[config.mk]
export PLATFORM = sky130hd
export DESIGN_NAME = adc_control
export DESIGN_NICKNAME = d
export VERILOG_FILES = /design/src/rtl/adc_ctrl_pkg.sv /design/src/rtl/adc_control.sv /design/src/rtl/conv_clock_gen.sv /design/src/rtl/result_formatter.sv
export VERILOG_INCLUDE_DIRS = /design/src /design/src/rtl
export SDC_FILE = /design/constraint.sdc
export NUM_CORES = 1
export LEC_CHECK = 0
export BUFFER_PORTS_ARGS = -buffer_cell sky130_fd_sc_hd__buf_2
export CAP_MARGIN = 0
export CORE_MARGIN = 5
export CORE_UTILIZATION = 55
export DETAILED_ROUTE_END_ITERATION = 7
export MAX_ROUTING_LAYER = met4
export PLACE_DENSITY = 0.78
export SLEW_MARGIN = 20
export SYNTH_ARGS = -nofsm -noshare
export SYNTH_HDL_FRONTEND = slang
export SYNTH_HIERARCHICAL = 1
export SYNTH_SLANG_ARGS = --single-unit
[constraint.sdc]
create_clock -name clk_sys -period 5.8 [get_ports clk_sys]
set_input_delay 0.58 -clock clk_sys [delete_from_list [all_inputs] [get_ports clk_sys]]
set_output_delay 0.58 -clock clk_sys [all_outputs]
set_load 0.01 [all_outputs]
[src/rtl/adc_ctrl_consts.svh]
// Register offsets, field positions, reset values and timing counts.
// Assumes inclusion by bare name from design files.
`ifndef ADC_CTRL_CONSTS_SVH
`define ADC_CTRL_CONSTS_SVH
// ==========================================
// Register offsets
`define OFS_CTRL0 3'h0
`define OFS_CTRL1 3'h1
`define OFS_CTRL2 3'h2
`define OFS_RES_HIGH 3'h3
`define OFS_RES_LOW 3'h4
// ==========================================
// Field positions
`define CTRL0_ON_BIT 0
`define CTRL0_GO_BIT 1
`define CTRL2_FMT_BIT 7
// ==========================================
// Reset values and masks
`define CTRL0_RESET 8'h00
`define CTRL1_RESET 8'h00
`define CTRL2_RESET 8'h00
`define CTRL0_WMASK 8'h7F
`define CTRL2_WMASK 8'hBF
// ==========================================
// Codes
`define POS_SEL_OPEN 5'h1C
`define NEG_SEL_GROUND 3'h0
`define CLK_SEL_RC_A 3'h3
`define CLK_SEL_RC_B 3'h7
// ==========================================
// Timing
`define CONV_PERIODS 8'h0E
`define RC_START_DELAY 8'h04
`endif

[src/rtl/adc_ctrl_pkg.sv]
// Types for the converter control block.
// Assumes no surrounding context.
package adc_ctrl_pkg;
	typedef struct packed {
		logic [4:0] posSel;
		logic [2:0] negSel;
		logic [1:0] posRef;
		logic negRef;
		logic openMux;
		logic negGround;
	} analog_route_t;
	typedef struct packed {
		logic done;
		logic [12:0] value;
	} conv_result_t;
	typedef enum logic [3:0] {
		ST_IDLE = 4'b0001,
		ST_DELAY = 4'b0010,
		ST_ACQ = 4'b0100,
		ST_CONV = 4'b1000
	} conv_state_t;
endpackage : adc_ctrl_pkg

[src/rtl/adc_control.sv]
// Control and result registers of a 12-bit differential converter.
// Assumes the analog core returns a signed result with a done pulse.
`timescale 1ns/1ps
`include "adc_ctrl_consts.svh"
// Operation
// - Negative code zero grounds negative input
// - Positive select routes channels and internals
// - Code 11100 opens all mux switches
// - Reserved input codes are not blocked
// - Start bit starts, reads busy, self-clears
// - Module-on bit enables or powers off
// - Two-bit field selects special trigger
// - Two-bit field selects positive reference
// - Bit three selects negative reference
// - Negative code maps ground, inputs 0-6
// - Format bit picks right or left
// - Acquisition field sets conversion-clock periods
// - Clock field selects divider or RC
// - RC clock starts one instruction later
// - Result loaded as sign-extended two's complement
// - Left format: high 11:4, low 3:0+signs
// - Right format: high signs plus 11:8
// - Sign copies show result sign
// - Result bytes are plain storage when off
// - Unused control bits read zero
// - Completion loads result, clears busy, flags
// - Right format low byte holds 7:0
// - Reset turns off, aborts; result unreset
module adc_control
	import adc_ctrl_pkg::*;
#(
	parameter int CONV_LEN = 14,
	parameter logic [7:0] RC_DELAY = `RC_START_DELAY
)
(
	// Clock and reset
	input wire logic clk_sys,
	input wire logic arst_n,
	input wire logic clkEn,
	// Register port
	input wire logic [2:0] regAddr,
	input wire logic [7:0] regWrData,
	input wire logic regWrStb,
	input wire logic regRdStb,
	output logic [7:0] regRdData,
	// Triggers and RC clock strobe
	input wire logic [3:0] specialTrig,
	input wire logic rcTick,
	// Analog core side
	input wire conv_result_t coreResult,
	output analog_route_t route,
	output logic converterOn,
	output logic sampleHold,
	output logic convRun,
	output logic convDoneFlag
);
	// ==========================================
	// Reset release
	logic rstMeta_q;
	logic rstN;
	always_ff @(posedge clk_sys or negedge arst_n)
	begin
		if (!arst_n)
		begin
			rstMeta_q <= 1'b0;
			rstN <= 1'b0;
		end
		else
		begin
			rstMeta_q <= 1'b1;
			rstN <= rstMeta_q;
		end
	end
	// ==========================================
	// Control registers
	logic [7:0] ctrl0_q;
	logic [7:0] ctrl1_q;
	logic [7:0] ctrl2_q;
	logic [15:0] resPair_q;
	logic wr0;
	logic wr1;
	logic wr2;
	logic wrHi;
	logic wrLo;
	logic doneEvt;
	logic startReq;
	logic busy;
	logic onNext;
	conv_state_t state_q;
	function automatic logic hit(input logic [2:0] a, input logic [2:0] ofs);
		hit = regWrStb && (a == ofs);
	endfunction : hit
	assign wr0 = hit(regAddr, `OFS_CTRL0);
	assign wr1 = hit(regAddr, `OFS_CTRL1);
	assign wr2 = hit(regAddr, `OFS_CTRL2);
	assign wrHi = hit(regAddr, `OFS_RES_HIGH);
	assign wrLo = hit(regAddr, `OFS_RES_LOW);
	assign busy = ctrl0_q[`CTRL0_GO_BIT];
	// Switch-on and start may share one write, so look at the value being written
	assign onNext = wr0 ? regWrData[`CTRL0_ON_BIT] : ctrl0_q[`CTRL0_ON_BIT];
	assign startReq = ctrl0_q[`CTRL0_ON_BIT] && state_q == ST_IDLE
		&& specialTrig[ctrl1_q[7:6]];
	assign doneEvt = state_q == ST_CONV && coreResult.done;
	always_ff @(posedge clk_sys or negedge rstN)
	begin
		if (!rstN)
			ctrl0_q <= `CTRL0_RESET;
		else if (clkEn)
		begin
			if (wr0)
				ctrl0_q <= regWrData & `CTRL0_WMASK;
			if (!ctrl0_q[`CTRL0_ON_BIT] && !(wr0 && regWrData[`CTRL0_ON_BIT]))
				ctrl0_q[`CTRL0_GO_BIT] <= 1'b0;
			else if (startReq)
				ctrl0_q[`CTRL0_GO_BIT] <= 1'b1;
			else if (doneEvt)
				ctrl0_q[`CTRL0_GO_BIT] <= 1'b0;
			if (wr0 && !regWrData[`CTRL0_ON_BIT])
				ctrl0_q[`CTRL0_GO_BIT] <= 1'b0;
		end
	end
	always_ff @(posedge clk_sys or negedge rstN)
	begin
		if (!rstN)
		begin
			ctrl1_q <= `CTRL1_RESET;
			ctrl2_q <= `CTRL2_RESET;
		end
		else if (clkEn)
		begin
			if (wr1)
				ctrl1_q <= regWrData;
			if (wr2)
				ctrl2_q <= regWrData & `CTRL2_WMASK;
		end
	end
	// ==========================================
	// Sequencer
	logic [7:0] cnt_q;
	logic [7:0] acqLen;
	logic tick;
	logic isRc;
	always_comb
	begin
		unique case (ctrl2_q[5:3])
			3'h0: acqLen = 8'd0;
			3'h1: acqLen = 8'd2;
			3'h2: acqLen = 8'd4;
			3'h3: acqLen = 8'd6;
			3'h4: acqLen = 8'd8;
			3'h5: acqLen = 8'd12;
			3'h6: acqLen = 8'd16;
			3'h7: acqLen = 8'd20;
		endcase
	end
	assign isRc = ctrl2_q[2:0] == `CLK_SEL_RC_A || ctrl2_q[2:0] == `CLK_SEL_RC_B;
	conv_clock_gen u_clk (
		.clk_sys(clk_sys),
		.rstN(rstN),
		.clkEn(clkEn),
		.run(state_q == ST_ACQ || state_q == ST_CONV),
		.clkSel(ctrl2_q[2:0]),
		.rcTick(rcTick),
		.tick(tick)
	);
	always_ff @(posedge clk_sys or negedge rstN)
	begin
		if (!rstN)
		begin
			state_q <= ST_IDLE;
			cnt_q <= 8'h00;
		end
		else if (clkEn)
		begin
			if (!onNext)
			begin
				state_q <= ST_IDLE;
				cnt_q <= 8'h00;
			end
			else
			begin
				unique case (state_q)
					ST_IDLE:
						if ((wr0 && regWrData[`CTRL0_GO_BIT]) || startReq)
						begin
							cnt_q <= 8'h00;
							if (isRc)
								state_q <= ST_DELAY;
							else if (acqLen == 8'h00)
								state_q <= ST_CONV;
							else
								state_q <= ST_ACQ;
						end
					ST_DELAY:
						if (cnt_q == RC_DELAY - 8'h01)
						begin
							cnt_q <= 8'h00;
							state_q <= (acqLen == 8'h00) ? ST_CONV : ST_ACQ;
						end
						else
							cnt_q <= cnt_q + 8'h01;
					ST_ACQ:
						if (tick)
						begin
							if (cnt_q == acqLen - 8'h01)
							begin
								cnt_q <= 8'h00;
								state_q <= ST_CONV;
							end
							else
								cnt_q <= cnt_q + 8'h01;
						end
					ST_CONV:
						if (doneEvt)
							state_q <= ST_IDLE;
					default:
						state_q <= ST_IDLE;
				endcase
			end
		end
	end
	// ==========================================
	// Result pair, never reset; plain storage when off
	logic [15:0] formatted;
	result_formatter u_fmt (
		.value(coreResult.value),
		.rightJust(ctrl2_q[`CTRL2_FMT_BIT]),
		.pair(formatted)
	);
	always_ff @(posedge clk_sys)
	begin
		if (clkEn)
		begin
			if (doneEvt)
				resPair_q <= formatted;
			else
			begin
				if (wrHi)
					resPair_q[15:8] <= regWrData;
				if (wrLo)
					resPair_q[7:0] <= regWrData;
			end
		end
	end
	// ==========================================
	// Outputs
	always_ff @(posedge clk_sys or negedge rstN)
	begin
		if (!rstN)
		begin
			regRdData <= 8'h00;
			route <= '0;
			// Negative code resets to zero, which means ground
			route.negGround <= 1'b1;
			converterOn <= 1'b0;
			sampleHold <= 1'b0;
			convRun <= 1'b0;
			convDoneFlag <= 1'b0;
		end
		else if (clkEn)
		begin
			unique case (regAddr)
				`OFS_CTRL0: regRdData <= regRdStb ? ctrl0_q : 8'h00;
				`OFS_CTRL1: regRdData <= regRdStb ? ctrl1_q : 8'h00;
				`OFS_CTRL2: regRdData <= regRdStb ? ctrl2_q : 8'h00;
				`OFS_RES_HIGH: regRdData <= regRdStb ? resPair_q[15:8] : 8'h00;
				`OFS_RES_LOW: regRdData <= regRdStb ? resPair_q[7:0] : 8'h00;
				default: regRdData <= 8'h00;
			endcase
			route.posSel <= ctrl0_q[6:2];
			route.openMux <= ctrl0_q[6:2] == `POS_SEL_OPEN;
			route.negSel <= ctrl1_q[2:0];
			route.negGround <= ctrl1_q[2:0] == `NEG_SEL_GROUND;
			route.posRef <= ctrl1_q[5:4];
			route.negRef <= ctrl1_q[3];
			converterOn <= ctrl0_q[`CTRL0_ON_BIT];
			sampleHold <= state_q == ST_ACQ;
			convRun <= state_q == ST_CONV;
			convDoneFlag <= doneEvt;
		end
	end
	// ==========================================
	// Checks
	a_done_clears_busy: assert property (@(posedge clk_sys) disable iff (!rstN)
		clkEn && doneEvt && ctrl0_q[0] && !wr0 |=> !busy)
		else $error("busy not cleared at completion");
	a_done_sets_flag: assert property (@(posedge clk_sys) disable iff (!rstN)
		clkEn && doneEvt |=> convDoneFlag)
		else $error("done flag missing");
	a_off_idle: assert property (@(posedge clk_sys) disable iff (!rstN)
		clkEn && !ctrl0_q[0] && !wr0 |=> state_q == ST_IDLE && !busy)
		else $error("activity while off");
	a_unused_zero: assert property (@(posedge clk_sys) disable iff (!rstN)
		!ctrl0_q[7] && !ctrl2_q[6])
		else $error("unused bit set");
	a_zero_acq: assert property (@(posedge clk_sys) disable iff (!rstN)
		clkEn && state_q == ST_IDLE && ctrl0_q[0] && wr0 && regWrData[1] && regWrData[0]
		&& !isRc && ctrl2_q[5:3] == 3'h0 |=> state_q == ST_CONV)
		else $error("zero acquisition not immediate");
	a_rc_delay: assert property (@(posedge clk_sys) disable iff (!rstN)
		clkEn && state_q == ST_IDLE && ctrl0_q[0] && wr0 && regWrData[1] && regWrData[0]
		&& isRc |=> state_q == ST_DELAY)
		else $error("rc delay skipped");
	a_open_mux: assert property (@(posedge clk_sys) disable iff (!rstN)
		clkEn && $past(clkEn) && ctrl0_q[6:2] == $past(ctrl0_q[6:2]) |->
		route.openMux == (ctrl0_q[6:2] == 5'h1C))
		else $error("open mux decode wrong");
	a_neg_ground: assert property (@(posedge clk_sys) disable iff (!rstN)
		clkEn && $past(clkEn) && ctrl1_q[2:0] == $past(ctrl1_q[2:0]) |->
		route.negGround == (ctrl1_q[2:0] == 3'h0))
		else $error("ground decode wrong");
	a_result_load: assert property (@(posedge clk_sys) disable iff (!rstN)
		clkEn && doneEvt |=> resPair_q == $past(formatted))
		else $error("result not loaded");
	a_on_and_start: assert property (@(posedge clk_sys) disable iff (!rstN)
		clkEn && state_q == ST_IDLE && !ctrl0_q[0] && wr0 && regWrData[1:0] == 2'b11
		&& !isRc && acqLen == 8'h00 |=> state_q == ST_CONV && busy)
		else $error("start with switch-on lost");
	a_trig_start: assert property (@(posedge clk_sys) disable iff (!rstN)
		clkEn && startReq && onNext |=> busy && state_q != ST_IDLE)
		else $error("trigger did not start");
	a_fmt_right: assert property (@(posedge clk_sys) disable iff (!rstN)
		clkEn && doneEvt && ctrl2_q[7] |->
		formatted == {{4{coreResult.value[12]}}, coreResult.value[11:0]})
		else $error("right layout wrong");
	a_fmt_left: assert property (@(posedge clk_sys) disable iff (!rstN)
		clkEn && doneEvt && !ctrl2_q[7] |->
		formatted == {coreResult.value[11:0], {4{coreResult.value[12]}}})
		else $error("left layout wrong");
	a_acq_to_conv: assert property (@(posedge clk_sys) disable iff (!rstN)
		clkEn && state_q == ST_ACQ && tick && cnt_q == acqLen - 8'h01 && onNext
		|=> state_q == ST_CONV)
		else $error("acquisition did not end");
	a_rc_wait: assert property (@(posedge clk_sys) disable iff (!rstN)
		clkEn && state_q == ST_DELAY && cnt_q != RC_DELAY - 8'h01 && onNext
		|=> state_q == ST_DELAY)
		else $error("rc delay cut short");
	a_freeze_state: assert property (@(posedge clk_sys) disable iff (!rstN)
		!clkEn |=> $stable(ctrl0_q) && $stable(state_q) && $stable(cnt_q))
		else $error("state moved while frozen");
	c_conversion: cover property (@(posedge clk_sys) disable iff (!rstN) doneEvt);
	c_trigger: cover property (@(posedge clk_sys) disable iff (!rstN) startReq);
	c_rc_path: cover property (@(posedge clk_sys) disable iff (!rstN) state_q == ST_DELAY);
	c_acq: cover property (@(posedge clk_sys) disable iff (!rstN) state_q == ST_ACQ && tick);
endmodule : adc_control

[src/rtl/conv_clock_gen.sv]
// Conversion clock tick generator from the system clock.
// Assumes rcTick comes from a synchronous dedicated RC source strobe.
`timescale 1ns/1ps
`include "adc_ctrl_consts.svh"
module conv_clock_gen
	import adc_ctrl_pkg::*;
(
	// Clock and reset
	input wire logic clk_sys,
	input wire logic rstN,
	input wire logic clkEn,
	// Control
	input wire logic run,
	input wire logic [2:0] clkSel,
	input wire logic rcTick,
	// Tick
	output logic tick
);
	// ==========================================
	// Divider
	logic [5:0] divCnt_q;
	logic [5:0] divLast;
	logic isRc;
	always_comb
	begin
		unique case (clkSel)
			3'h0: divLast = 6'h01;
			3'h1: divLast = 6'h07;
			3'h2: divLast = 6'h1F;
			3'h4: divLast = 6'h03;
			3'h5: divLast = 6'h0F;
			3'h6: divLast = 6'h3F;
			default: divLast = 6'h00;
		endcase
	end
	assign isRc = (clkSel == `CLK_SEL_RC_A) || (clkSel == `CLK_SEL_RC_B);
	always_ff @(posedge clk_sys or negedge rstN)
	begin
		if (!rstN)
			divCnt_q <= 6'h00;
		else if (clkEn)
			divCnt_q <= (!run || divCnt_q == divLast) ? 6'h00 : divCnt_q + 6'h01;
	end
	assign tick = run && (isRc ? rcTick : (divCnt_q == divLast));
endmodule : conv_clock_gen

[src/rtl/result_formatter.sv]
// Places a signed 13-bit result into the 16-bit register pair.
// Assumes value is two's complement, bit 12 the sign.
`timescale 1ns/1ps
module result_formatter
	import adc_ctrl_pkg::*;
(
	// Input
	input wire logic [12:0] value,
	input wire logic rightJust,
	// Output
	output logic [15:0] pair
);
	logic [3:0] signs;
	assign signs = {4{value[12]}};
	// Sign copies fill bits 15:12 in the right layout and bits 3:0 in the left layout
	assign pair = rightJust ? {signs, value[11:0]}
		: {value[11:0], signs};
endmodule : result_formatter

==> metrics, run 1 <==
outcome=completed; Final Hold Fails=0; worst hold path type=flop to flop; Power Dens Cells=~310 nW/um^2; H-tree depth=3; Worst Setup End Kind=flop; CTS tree=done; die area=10400 um^2; hpwl dp=about 7.6 mm; met3 GRT Util=between 4 and 5%; GR Util met1=about 28%; Syn Std Cell Area=around 4700 um^2; sequential element share of the synthesized area=46.3%; Worst Setup Slack, final=between 2 and 3 ns; slew margin rel.=a little under a third; Die Wd=roughly 100 um; Die H=about 100 um; Pre-antenna DRT Iters=4; antenna-violating nets left=0; r2r endpoint=state_q[2]; busiest grt layer=met2; final wirelength=approximately 11 mm; Rows=33; IO Port Bufs=59; setup TNS=0 ns; GR met2 Demand/Resource=between 30% and 40%; register-to-register setup slack=approximately 2.8 ns; gr usage total=approximately 22%; I/O Pins=60; Fillers=a little under 700; startpoint types=flop; CTS sink count=83; Req. time, crit path=a little over 6 ns; cells after synthesis=~430; syn nets=about 460; first-pass GRT wire length=around 17 mm; Core ar.=~8300 um^2; initial DRC count=168; syn_area_per_cell=11.0 um^2; total power=around 1600 uW; clock-pin slew on the worst setup and hold paths=0.09 ns; ys async rst share=80.7%; Inserted Clock Buffers=9; Yosys cell types=77; worst path arrival time=between 3 and 4 ns; Worst VDD drop=186 uV; via density per instance=between 6 and 7; Worst Setup SP=ctrl2_q[0]; yosys warns=6; commonest cells after routing, fill and taps aside=nand2_1, dfrtp_1, buf_2; clk_lat worst skew=~0.36 ns; Worst Tran Pin Value=between 1 and 1.5 ns; RSZ-0062 raised after global routing=no; GRT Residual Overflow=0; dpl cell area=between 4000 and 5000 um^2; Initial Util=about 57%; # DRC=0; Post-CTS Setup Bufs=0; Max-Cap Viols=0; DP Worst Slack=2.76 ns; ys flop type=dfrtp_1; Final GP Congestion=approximately 0.94; crit path capture=state_q[2]; FF-to-FF path depth=10; final setup fails=0; DR WL/cell=roughly 18 um; Post-synth EDFFs=16; crit-path max FO=13; area grow syn2layout=10.1%; leakage=approximately 0.0022 uW; ant diodes=0; share of cells above drive strength 1=between 30% and 40%; vias=3588; post-synth top area cell=dfrtp_1; Seq cells post-synth=between 80 and 90; clk buf depth=2; skew final=0.0108 ns; Fmax=~330 MHz; initial antenna violation count=0; Crit Reg-Reg Startpoint=ctrl2_q[0]; fin crit share=between 50 and 60%; Min Clock Period, post-route=between 2 and 3 ns; share of the synthesized area in the top cell type=around a third; design area=5140 um^2; Synth area leaders=dfrtp_1, mux2_2, edfxtp_1, nand2_1, mux2_4; largest net degree at the start of global routing=between 60 and 70; kind of critical path=flop to flop; Total Nets Final=a little over 500; Root Driver=clkbuf_8; vias in the first global route=between 3000 and 4000; Slew Limit Fails=0
[synthesized netlist by cell type (3+ instances only)]
| cell | count |
|---|---|
| nand2_1 | 64 |
| nor4_1 | 3 |
| o22a_1 | 7 |
| clkbuf_1 | 11 |
| o22ai_1 | 9 |
| buf_6 | 4 |
| xnor2_1 | 4 |
| mux2_4 | 10 |
| nand2b_1 | 6 |
| a22oi_1 | 13 |
| o21ai_0 | 12 |
| edfxtp_1 | 16 |
| nand4_1 | 3 |
| nor2_1 | 13 |
| dfrtp_1 | 65 |
| inv_1 | 14 |
| nor3_1 | 4 |
| xor2_1 | 5 |
| o211ai_1 | 3 |
| and3_1 | 4 |
| mux2_2 | 46 |
| nand3_1 | 9 |
| buf_2 | 3 |
| a21oi_1 | 14 |
| o2bb2ai_1 | 8 |
| nor2b_1 | 6 |
| a31oi_1 | 4 |
[sequential cells by signal, indices dropped and copies added, names as in the netlist, 4 cells and up]
| name | flops |
|---|---|
| route | 13 |
| u_clk/divCnt_q | 6 |
| resPair_q | 16 |
| ctrl0_q | 7 |
| state_q | 4 |
| cnt_q | 8 |
| ctrl2_q | 7 |
| ctrl1_q | 8 |
| regRdData | 8 |
[repair_timing]
action | in CTS | in global routing
hold endpoints to repair | 2 | 0
hold buffers | 1 | 0
gates resized for setup | 0 | 0
[how the worst min path moves through the flow]
stage / from / slack [ns] / endpoint / depth (start not counted)
floorplan: arst_n / 0.28 / rstMeta_q / 0
global placement: rstMeta_q / 0.34 / rstN / 0
detailed placement: rstMeta_q / 0.35 / rstN / 0
CTS: rstMeta_q / 0.37 / rstN / 0
global route: rstMeta_q / 0.38 / rstN / 0
finish: rstMeta_q / 0.36 / rstN / 0
[critical path: stages (launching register included)]
cell and delay, ns:
dfrtp_1 0.51, nand2b_4 0.20, and3_4 0.17, or4_4 0.54, a2111oi_2 0.35, o21a_1 0.19, o22ai_1 0.07, nand2_1 0.07
o211ai_1 0.13, or2_4 0.35, o41ai_2 0.30
[metrics by stage]
| step | utilization [%] | hold slack, ns | std cells |
|---|---|---|---|
| after floorplan | - | 0.284 | 426 |
| after global placement | 60.0 | 0.337 | 569 |
| after detailed placement | 60.0 | 0.346 | 569 |
| after CTS | 62.3 | 0.367 | 586 |
| after global routing | 62.3 | 0.383 | 586 |
| final | 62.3 | 0.364 | 586 |
[final cells by class]
| type | instances | area, um^2 | share of cell area (%) |
|---|---|---|---|
| multi-input cells | 307 | 2310 | 44.9 |
| flip-flops and latches | 83 | 2160 | 42.0 |
| repair buffers | 61 | 313 | 6.08 |
| well taps | 105 | 131 | 2.56 |
| clock buffers | 10 | 128 | 2.48 |
| inverters | 14 | 52.6 | 1.02 |
| clock inverters | 6 | 46.3 | 0.900 |
[layer usage]
layer,up-vias,routed length (um)
met5,-,0
met4,0,195
met3,15,600
met2,122,5250
met1,1773,4470
li1,1678,-
[power breakdown]
group | leakage, uW | switching, uW | internal [uW]
Clock | 0.0000881 | 224 | 160
Sequential | 0.00101 | 101 | 676
Combinational | 0.00110 | 208 | 211
[cell families after synthesis]
kind of cell / count (synthesis) / share of synthesized area, %
compound gates: 97 / 16.1
xor+xnor: 9 / 1.69
fa+ha+maj: 2 / 0.536
buf+inv: 36 / 4.26
flops: 83 / 46.3
mux: 60 / 15.5
other cells: 1 / 0.0803
simple gates: 138 / 15.6
No activity file was read; power rests on OpenSTA's default activity.
==> run 2, diff against run 1 <==
clock period = 3.1 ns   (was 5.8 ns; I/O delays follow)
==> metrics, run 2 (same netlist as run 1, synthesis figures left out) <==
initial antenna violation count=0 (unchanged); outcome=completed; skew final=0.0126 ns (+0.00178 ns); Pre-antenna DRT Iters=5 (+1); Req. time, crit path=3.36 ns (-2.70 ns); setup TNS=0 ns (unchanged); Die Wd=102 um (unchanged); die area=10400 um^2 (unchanged); post-CTS sizing=0 (unchanged); crit-path leading delay family=compound AO/OA/AOI/OAI gates; startpoint types=flop; Fillers=671 (-1.2%); Worst Tran Pin Value=0.879 ns (-0.140 ns); # DRC=0 (unchanged); largest net degree at the start of global routing=66 (unchanged); via density per instance=6.18 (+0.97%); final wirelength=10.8 mm (+2.5%); commonest cells after routing, fill and taps aside=nand2_1, dfrtp_1, buf_2; design area=5200 um^2 (+1.2%); I/O Pins=60 (unchanged); area grow syn2layout=11.4%; Critical Path, Cell by Cell=o22ai_1 > or4_4 > a2111oi_2 > o21a_1 > o22ai_1 > nand2_1 > o211ai_1 > or2_4 > o41ai_2; CP max-delay cell=or4_4; RSZ-0062 raised after global routing=no; H-tree depth=3 (unchanged); clk buf depth=2 (unchanged); Worst VDD drop=403 uV (+120%); initial DRC count=224 (+33%); Rows=33 (unchanged); largest registers=resPair_q (16), route (13); hpwl dp=7.84 mm (+2.7%); clock-pin slew on the worst setup and hold paths=0.09 ns (about the same); leakage=0.00224 uW (+2.1%); Final Hold Fails=0 (unchanged); fin crit share=92.3% (+41 points); kind of critical path=flop to flop; first-pass GRT wire length=17.8 mm (+2.6%); Root Driver=clkbuf_8; Post-CTS Setup Bufs=0 (unchanged); ant diodes=0 (unchanged); max reg flops=16 (unchanged); antenna-violating nets left=0 (unchanged); final setup fails=0 (unchanged); vias in the first global route=3622 (+2.7%); Total Nets Final=520 (+1.4%); vias=3666 (+2.2%); buffer and inverter count on the worst path=0 (unchanged); Initial Util=56.5% (unchanged); Core ar.=8260 um^2 (unchanged); Min Clock Period, post-route=2.86 ns (-0.133 ns); Max-Cap Viols=0 (unchanged); CTS tree=done; Power Dens Cells=576 nW/um^2 (+87%); Fmax=350 MHz (+4.6%); share of cells above drive strength 1=34.2% (+1.2 points); worst path arrival time=3.12 ns (-0.13 ns); clk_lat worst skew=0.36 ns (about the same); Worst Setup Slack, final=0.240 ns (-2.57 ns); Inserted Clock Buffers=9 (unchanged); total power=2990 uW (+90%); crit-path max FO=12 (-1); gr usage total=22.8% (+0.58 points); slew margin rel.=41.1% (+9.6 points); GRT Residual Overflow=0 (unchanged); Worst Setup End Kind=flop; Slew Limit Fails=0 (unchanged); final worst hold slack=0.211 ns (-0.153 ns); CTS Hold Buffers Added=1 (unchanged); worst hold path type=input pin to flop; Die H=102 um (unchanged); dpl cell area=5010 um^2 (+1.1%); DP Worst Slack=0.260 ns (-2.50 ns); Final GP Congestion=0.875 (-6.8%); IO Port Bufs=59 (unchanged); CP most frequent cell=o22ai_1; DR WL/cell=18.2 um (+1.3%); Most flops, register=resPair_q; CTS sink count=83 (unchanged); Worst path max stage delay=0.58 ns (+0.04 ns)
[run 2: where the power goes]
group	total [uW]	leakage [uW]	internal, uW	switching (uW)
logic	807	0.00113	402	405
registers	1440	0.00101	1260	178
clock network	745	0.0000979	320	425
total	2990	0.00224	1990	1010
[run 2: cell type report]
type / count / area, um^2 / area share [%]
multi-input cells: 307 / 2310 / 44.4
flip-flops and latches: 83 / 2160 / 41.5
repair buffers: 68 / 365 / 7.02
clock buffers: 10 / 138 / 2.65
well taps: 105 / 131 / 2.53
inverters: 14 / 52.6 / 1.01
clock inverters: 6 / 43.8 / 0.842
[run 2: worst reg2reg max path, delay by kind of cell (launching register included)]
kind / cells / cell delay (ns)
AOI/OAI and AO/OA: 6 / 1.22
DFF: 1 / 0.57
and+or+nand+nor: 3 / 0.97
[run 2: worst paths after layout]
path / depth (start not counted) / to / from / slack [ns]
worst max register to register: 9 / state_q[2] / ctrl2_q[1] / 0.24
min in group asynchronous: 2 / rstN / arst_n / 0.25
worst max-delay path: 9 / state_q[2] / ctrl2_q[1] / 0.24
worst min-delay path: 2 / ctrl1_q[7] / regWrData[7] / 0.21
max in group asynchronous: 1 / ctrl0_q[6] / rstN / 2.10
worst min register to register: 0 / rstN / rstMeta_q / 0.36
[run 2: metal layers]
layer  wire [um]  up-vias  GRT usage [%]
li1            -     1685              -
met3         730       24           3.89
met4         280        0           8.78
met2        5190      140           35.4
met1        4580     1817           30.1
met5           0        -              -
[run 2: through the flow]
step	cells	utilization (%)
finish	593	63.0
floorplan	426	-
global placement	576	60.7
CTS	593	63.0
detailed placement	576	60.7
global route	593	63.0
==> run 3, diff against run 2 <==
ABC_AREA = 1   (was default)
==> metrics, run 3 <==
buffer and inverter count on the worst path=0 (unchanged); Core ar.=8180 um^2 (-1.0%); kind of critical path=flop to flop; CP most frequent cell=nand2_1; Rows=33 (unchanged); largest registers=resPair_q (16), route (13); Syn Std Cell Area=4600 um^2 (-1.5%); Synth Area in Compound Gates=11.1% (-5.0 points); Root Driver=clkbuf_8; commonest non-fill, non-tap cell in the layout=nand2_1; initial antenna violation count=0 (unchanged); ant diodes=0 (unchanged); leakage=0.00264 uW (+18%); clk_lat worst skew=0.36 ns (about the same); sequential element share of the synthesized area=47.0% (+0.72 points); fin crit share=69.3% (-23 points); Die Wd=101 um (-0.70%); Total Nets Final=699 (+34%); H-tree depth=3 (unchanged); ys flop type=dfrtp_1; ys async rst share=80.7% (unchanged); area grow syn2layout=13.0%; RSZ-0062 raised after global routing=no; commonest cells after routing, fill and taps aside=nand2_1, inv_1, dfrtp_1; initial DRC count=341 (+52%); Yosys cell types=41 (-47%); GR Util met1=34.8% (+4.6 points); # DRC=0 (unchanged); Layout Utilization=63.6% (+0.58 points); gr usage total=24.1% (+1.3 points); syn nets=639 (+38%); die area=10300 um^2 (-1.4%); worst hold path type=input pin to flop; Critical Path, Cell by Cell=nor2_2 > nand3_2 > nand2_1 > o21ai_0 > a21oi_1 > nor2_1 > a21oi_4 > nand2_4 > nor2_8 > nand2_2 > nand2_1 > nand2_1; share of cells above drive strength 1=18.1% (-16 points); crit-path max FO=9 (-3); Seq cells post-synth=83 (unchanged); outcome=completed; startpoint types=flop; Power Dens Cells=619 nW/um^2 (+7.5%); Synth area leaders=dfrtp_1, nand2_1, edfxtp_1, inv_1, o21ai_0; Max-Cap Viols=0 (unchanged); GRT Residual Overflow=0 (unchanged); Initial Util=56.2% (-0.30 points); Post-CTS Setup Bufs=0 (unchanged); DR WL/cell=14.6 um (-20%); top-count cell post-synth=nand2_1; Most flops, register=resPair_q; Fmax=466 MHz (+33%); Pre-antenna DRT Iters=5 (unchanged); Die H=101 um (-0.70%); skew final=0.0131 ns (+0.000478 ns); total power=3220 uW (+7.4%); Worst Setup Slack, final=0.953 ns (+0.714 ns); first-pass GRT wire length=18.9 mm (+6.1%); Worst Tran Pin Value=0.699 ns (-0.180 ns); post-synthesis xor/xnor area fraction=1.91% (+0.22 points); Final GP Congestion=0.987 (+13%); antenna-violating nets left=0 (unchanged); CTS sink count=83 (unchanged); vias=4194 (+14%); largest net degree at the start of global routing=49 (-26%); Worst path max stage delay=0.43 ns (-0.15 ns); clock-pin slew on the worst setup and hold paths=0.10 ns (about the same); worst path arrival time=2.40 ns (-0.72 ns); clk buf depth=2 (unchanged); max reg flops=16 (unchanged); Synth Area in Simple Gates=31.7% (+16 points); final setup fails=0 (unchanged); Inserted Clock Buffers=9 (unchanged); Synth Area in Adders=0.544% (+0.0083 points); Post-synth EDFFs=16 (unchanged); yosys warns=6 (unchanged); CP max-delay cell=dfrtp_1; final wirelength=11.2 mm (+4.3%); via density per instance=5.43 (-12%); busiest grt layer=met2; crit-path leading delay family=simple AND/OR/NAND/NOR gates; met3 GRT Util=2.96% (-0.93 points); I/O Pins=60 (unchanged); DP Worst Slack=0.770 ns (+0.510 ns); post-synthesis mux area share=0% (-15 points); Final Hold Fails=0 (unchanged); top post-synthesis cells by count=nand2_1, dfrtp_1, inv_1; post-synth top area cell=dfrtp_1; setup TNS=0 ns (unchanged); IO Port Bufs=59 (unchanged); combinational family with the most area after synthesis=simple AND/OR/NAND/NOR gates; syn_area_per_cell=7.64 um^2 (-30%); hpwl dp=8.45 mm (+7.7%); slew margin rel.=53.1% (+12 points); cells after synthesis=602 (+41%); share of the synthesized area in the top cell type=35.4% (+0.54 points); Worst VDD drop=278 uV (-31%); Req. time, crit path=3.35 ns (about the same); vias in the first global route=3870 (+6.8%); Min Clock Period, post-route=2.15 ns (-0.714 ns); CTS tree=done; Worst Setup End Kind=flop; Slew Limit Fails=0 (unchanged); GR met2 Demand/Resource=35.5% (+0.080 points); Fillers=736 (+9.7%)
[run 3: changes by cell type after synthesis, moves of 10 or more]
cell | previous run | this run
o21ai_0 | 12 | 48
nand2_1 | 64 | 220
nand3_1 | 9 | 46
a22oi_1 | 13 | 0
nor2_1 | 13 | 33
inv_1 | 14 | 65
mux2_4 | 10 | 0
mux2_2 | 46 | 0
[run 3: per-stage QoR]
step,std cells,hold slack (ns),area [um^2]
after floorplan,602,0.0144,4600
after global placement,755,0.0952,4970
after detailed placement,755,0.0959,4970
after CTS,772,0.194,5190
after global routing,772,0.213,5200
final,772,0.225,5200
[run 3: what timing repair did]
item                      CTS  global route
hold buffers                1             0
gates resized for setup     0             0
hold endpoints to repair    2             0
[run 3: worst min-delay path: stages]
cell	delay, ns
buf_2	0.12
nand2_1	0.06
o21ai_0	0.06
[run 3: report_power, final]
group / switching (uW) / internal, uW / total, uW
registers: 144 / 1280 / 1430
clock network: 437 / 395 / 832
logic: 644 / 312 / 957
total: 1230 / 1990 / 3220
[run 3: cells by family (layout without fill, tap and decap cells)]
logic type / after synthesis / count (layout)
and+or+nand+nor: 332 / 332
other: 1 / 1
buffers and inverters: 87 / 152
adders and majority gates: 2 / 2
xor gates and xnor gates: 10 / 10
AOI/OAI and AO/OA: 87 / 87
DFF: 83 / 83
[run 3: routing by layer]
metal	routed length [um]	part of all wire (%)
met1	5200	46
met2	5140	46
met3	742	6.6
met4	161	1.4
met5	0	0
[run 3: cell type report]
| cell class | count | area, um^2 | share of cell area, % |
|---|---|---|---|
| flip-flops and latches | 83 | 2160 | 41.6 |
| multi-input cells | 432 | 2090 | 40.1 |
| repair buffers | 63 | 328 | 6.31 |
| inverters | 73 | 274 | 5.27 |
| well taps | 105 | 131 | 2.53 |
| clock buffers | 9 | 124 | 2.38 |
| clock inverters | 7 | 90.1 | 1.73 |
[run 3: worst paths after layout]
check | from | endpoint | slack (ns) | depth (start not counted)
max | state_q[1] | state_q[3] | 0.95 | 12
min | regWrData[3] | ctrl0_q[3] | 0.22 | 3
max reg2reg | state_q[1] | state_q[3] | 0.95 | 12
min reg2reg | rstN | cnt_q[3] | 0.34 | 0
max in group asynchronous | rstN | regRdData[4] | 2.06 | 1
min in group asynchronous | arst_n | rstN | 0.25 | 2
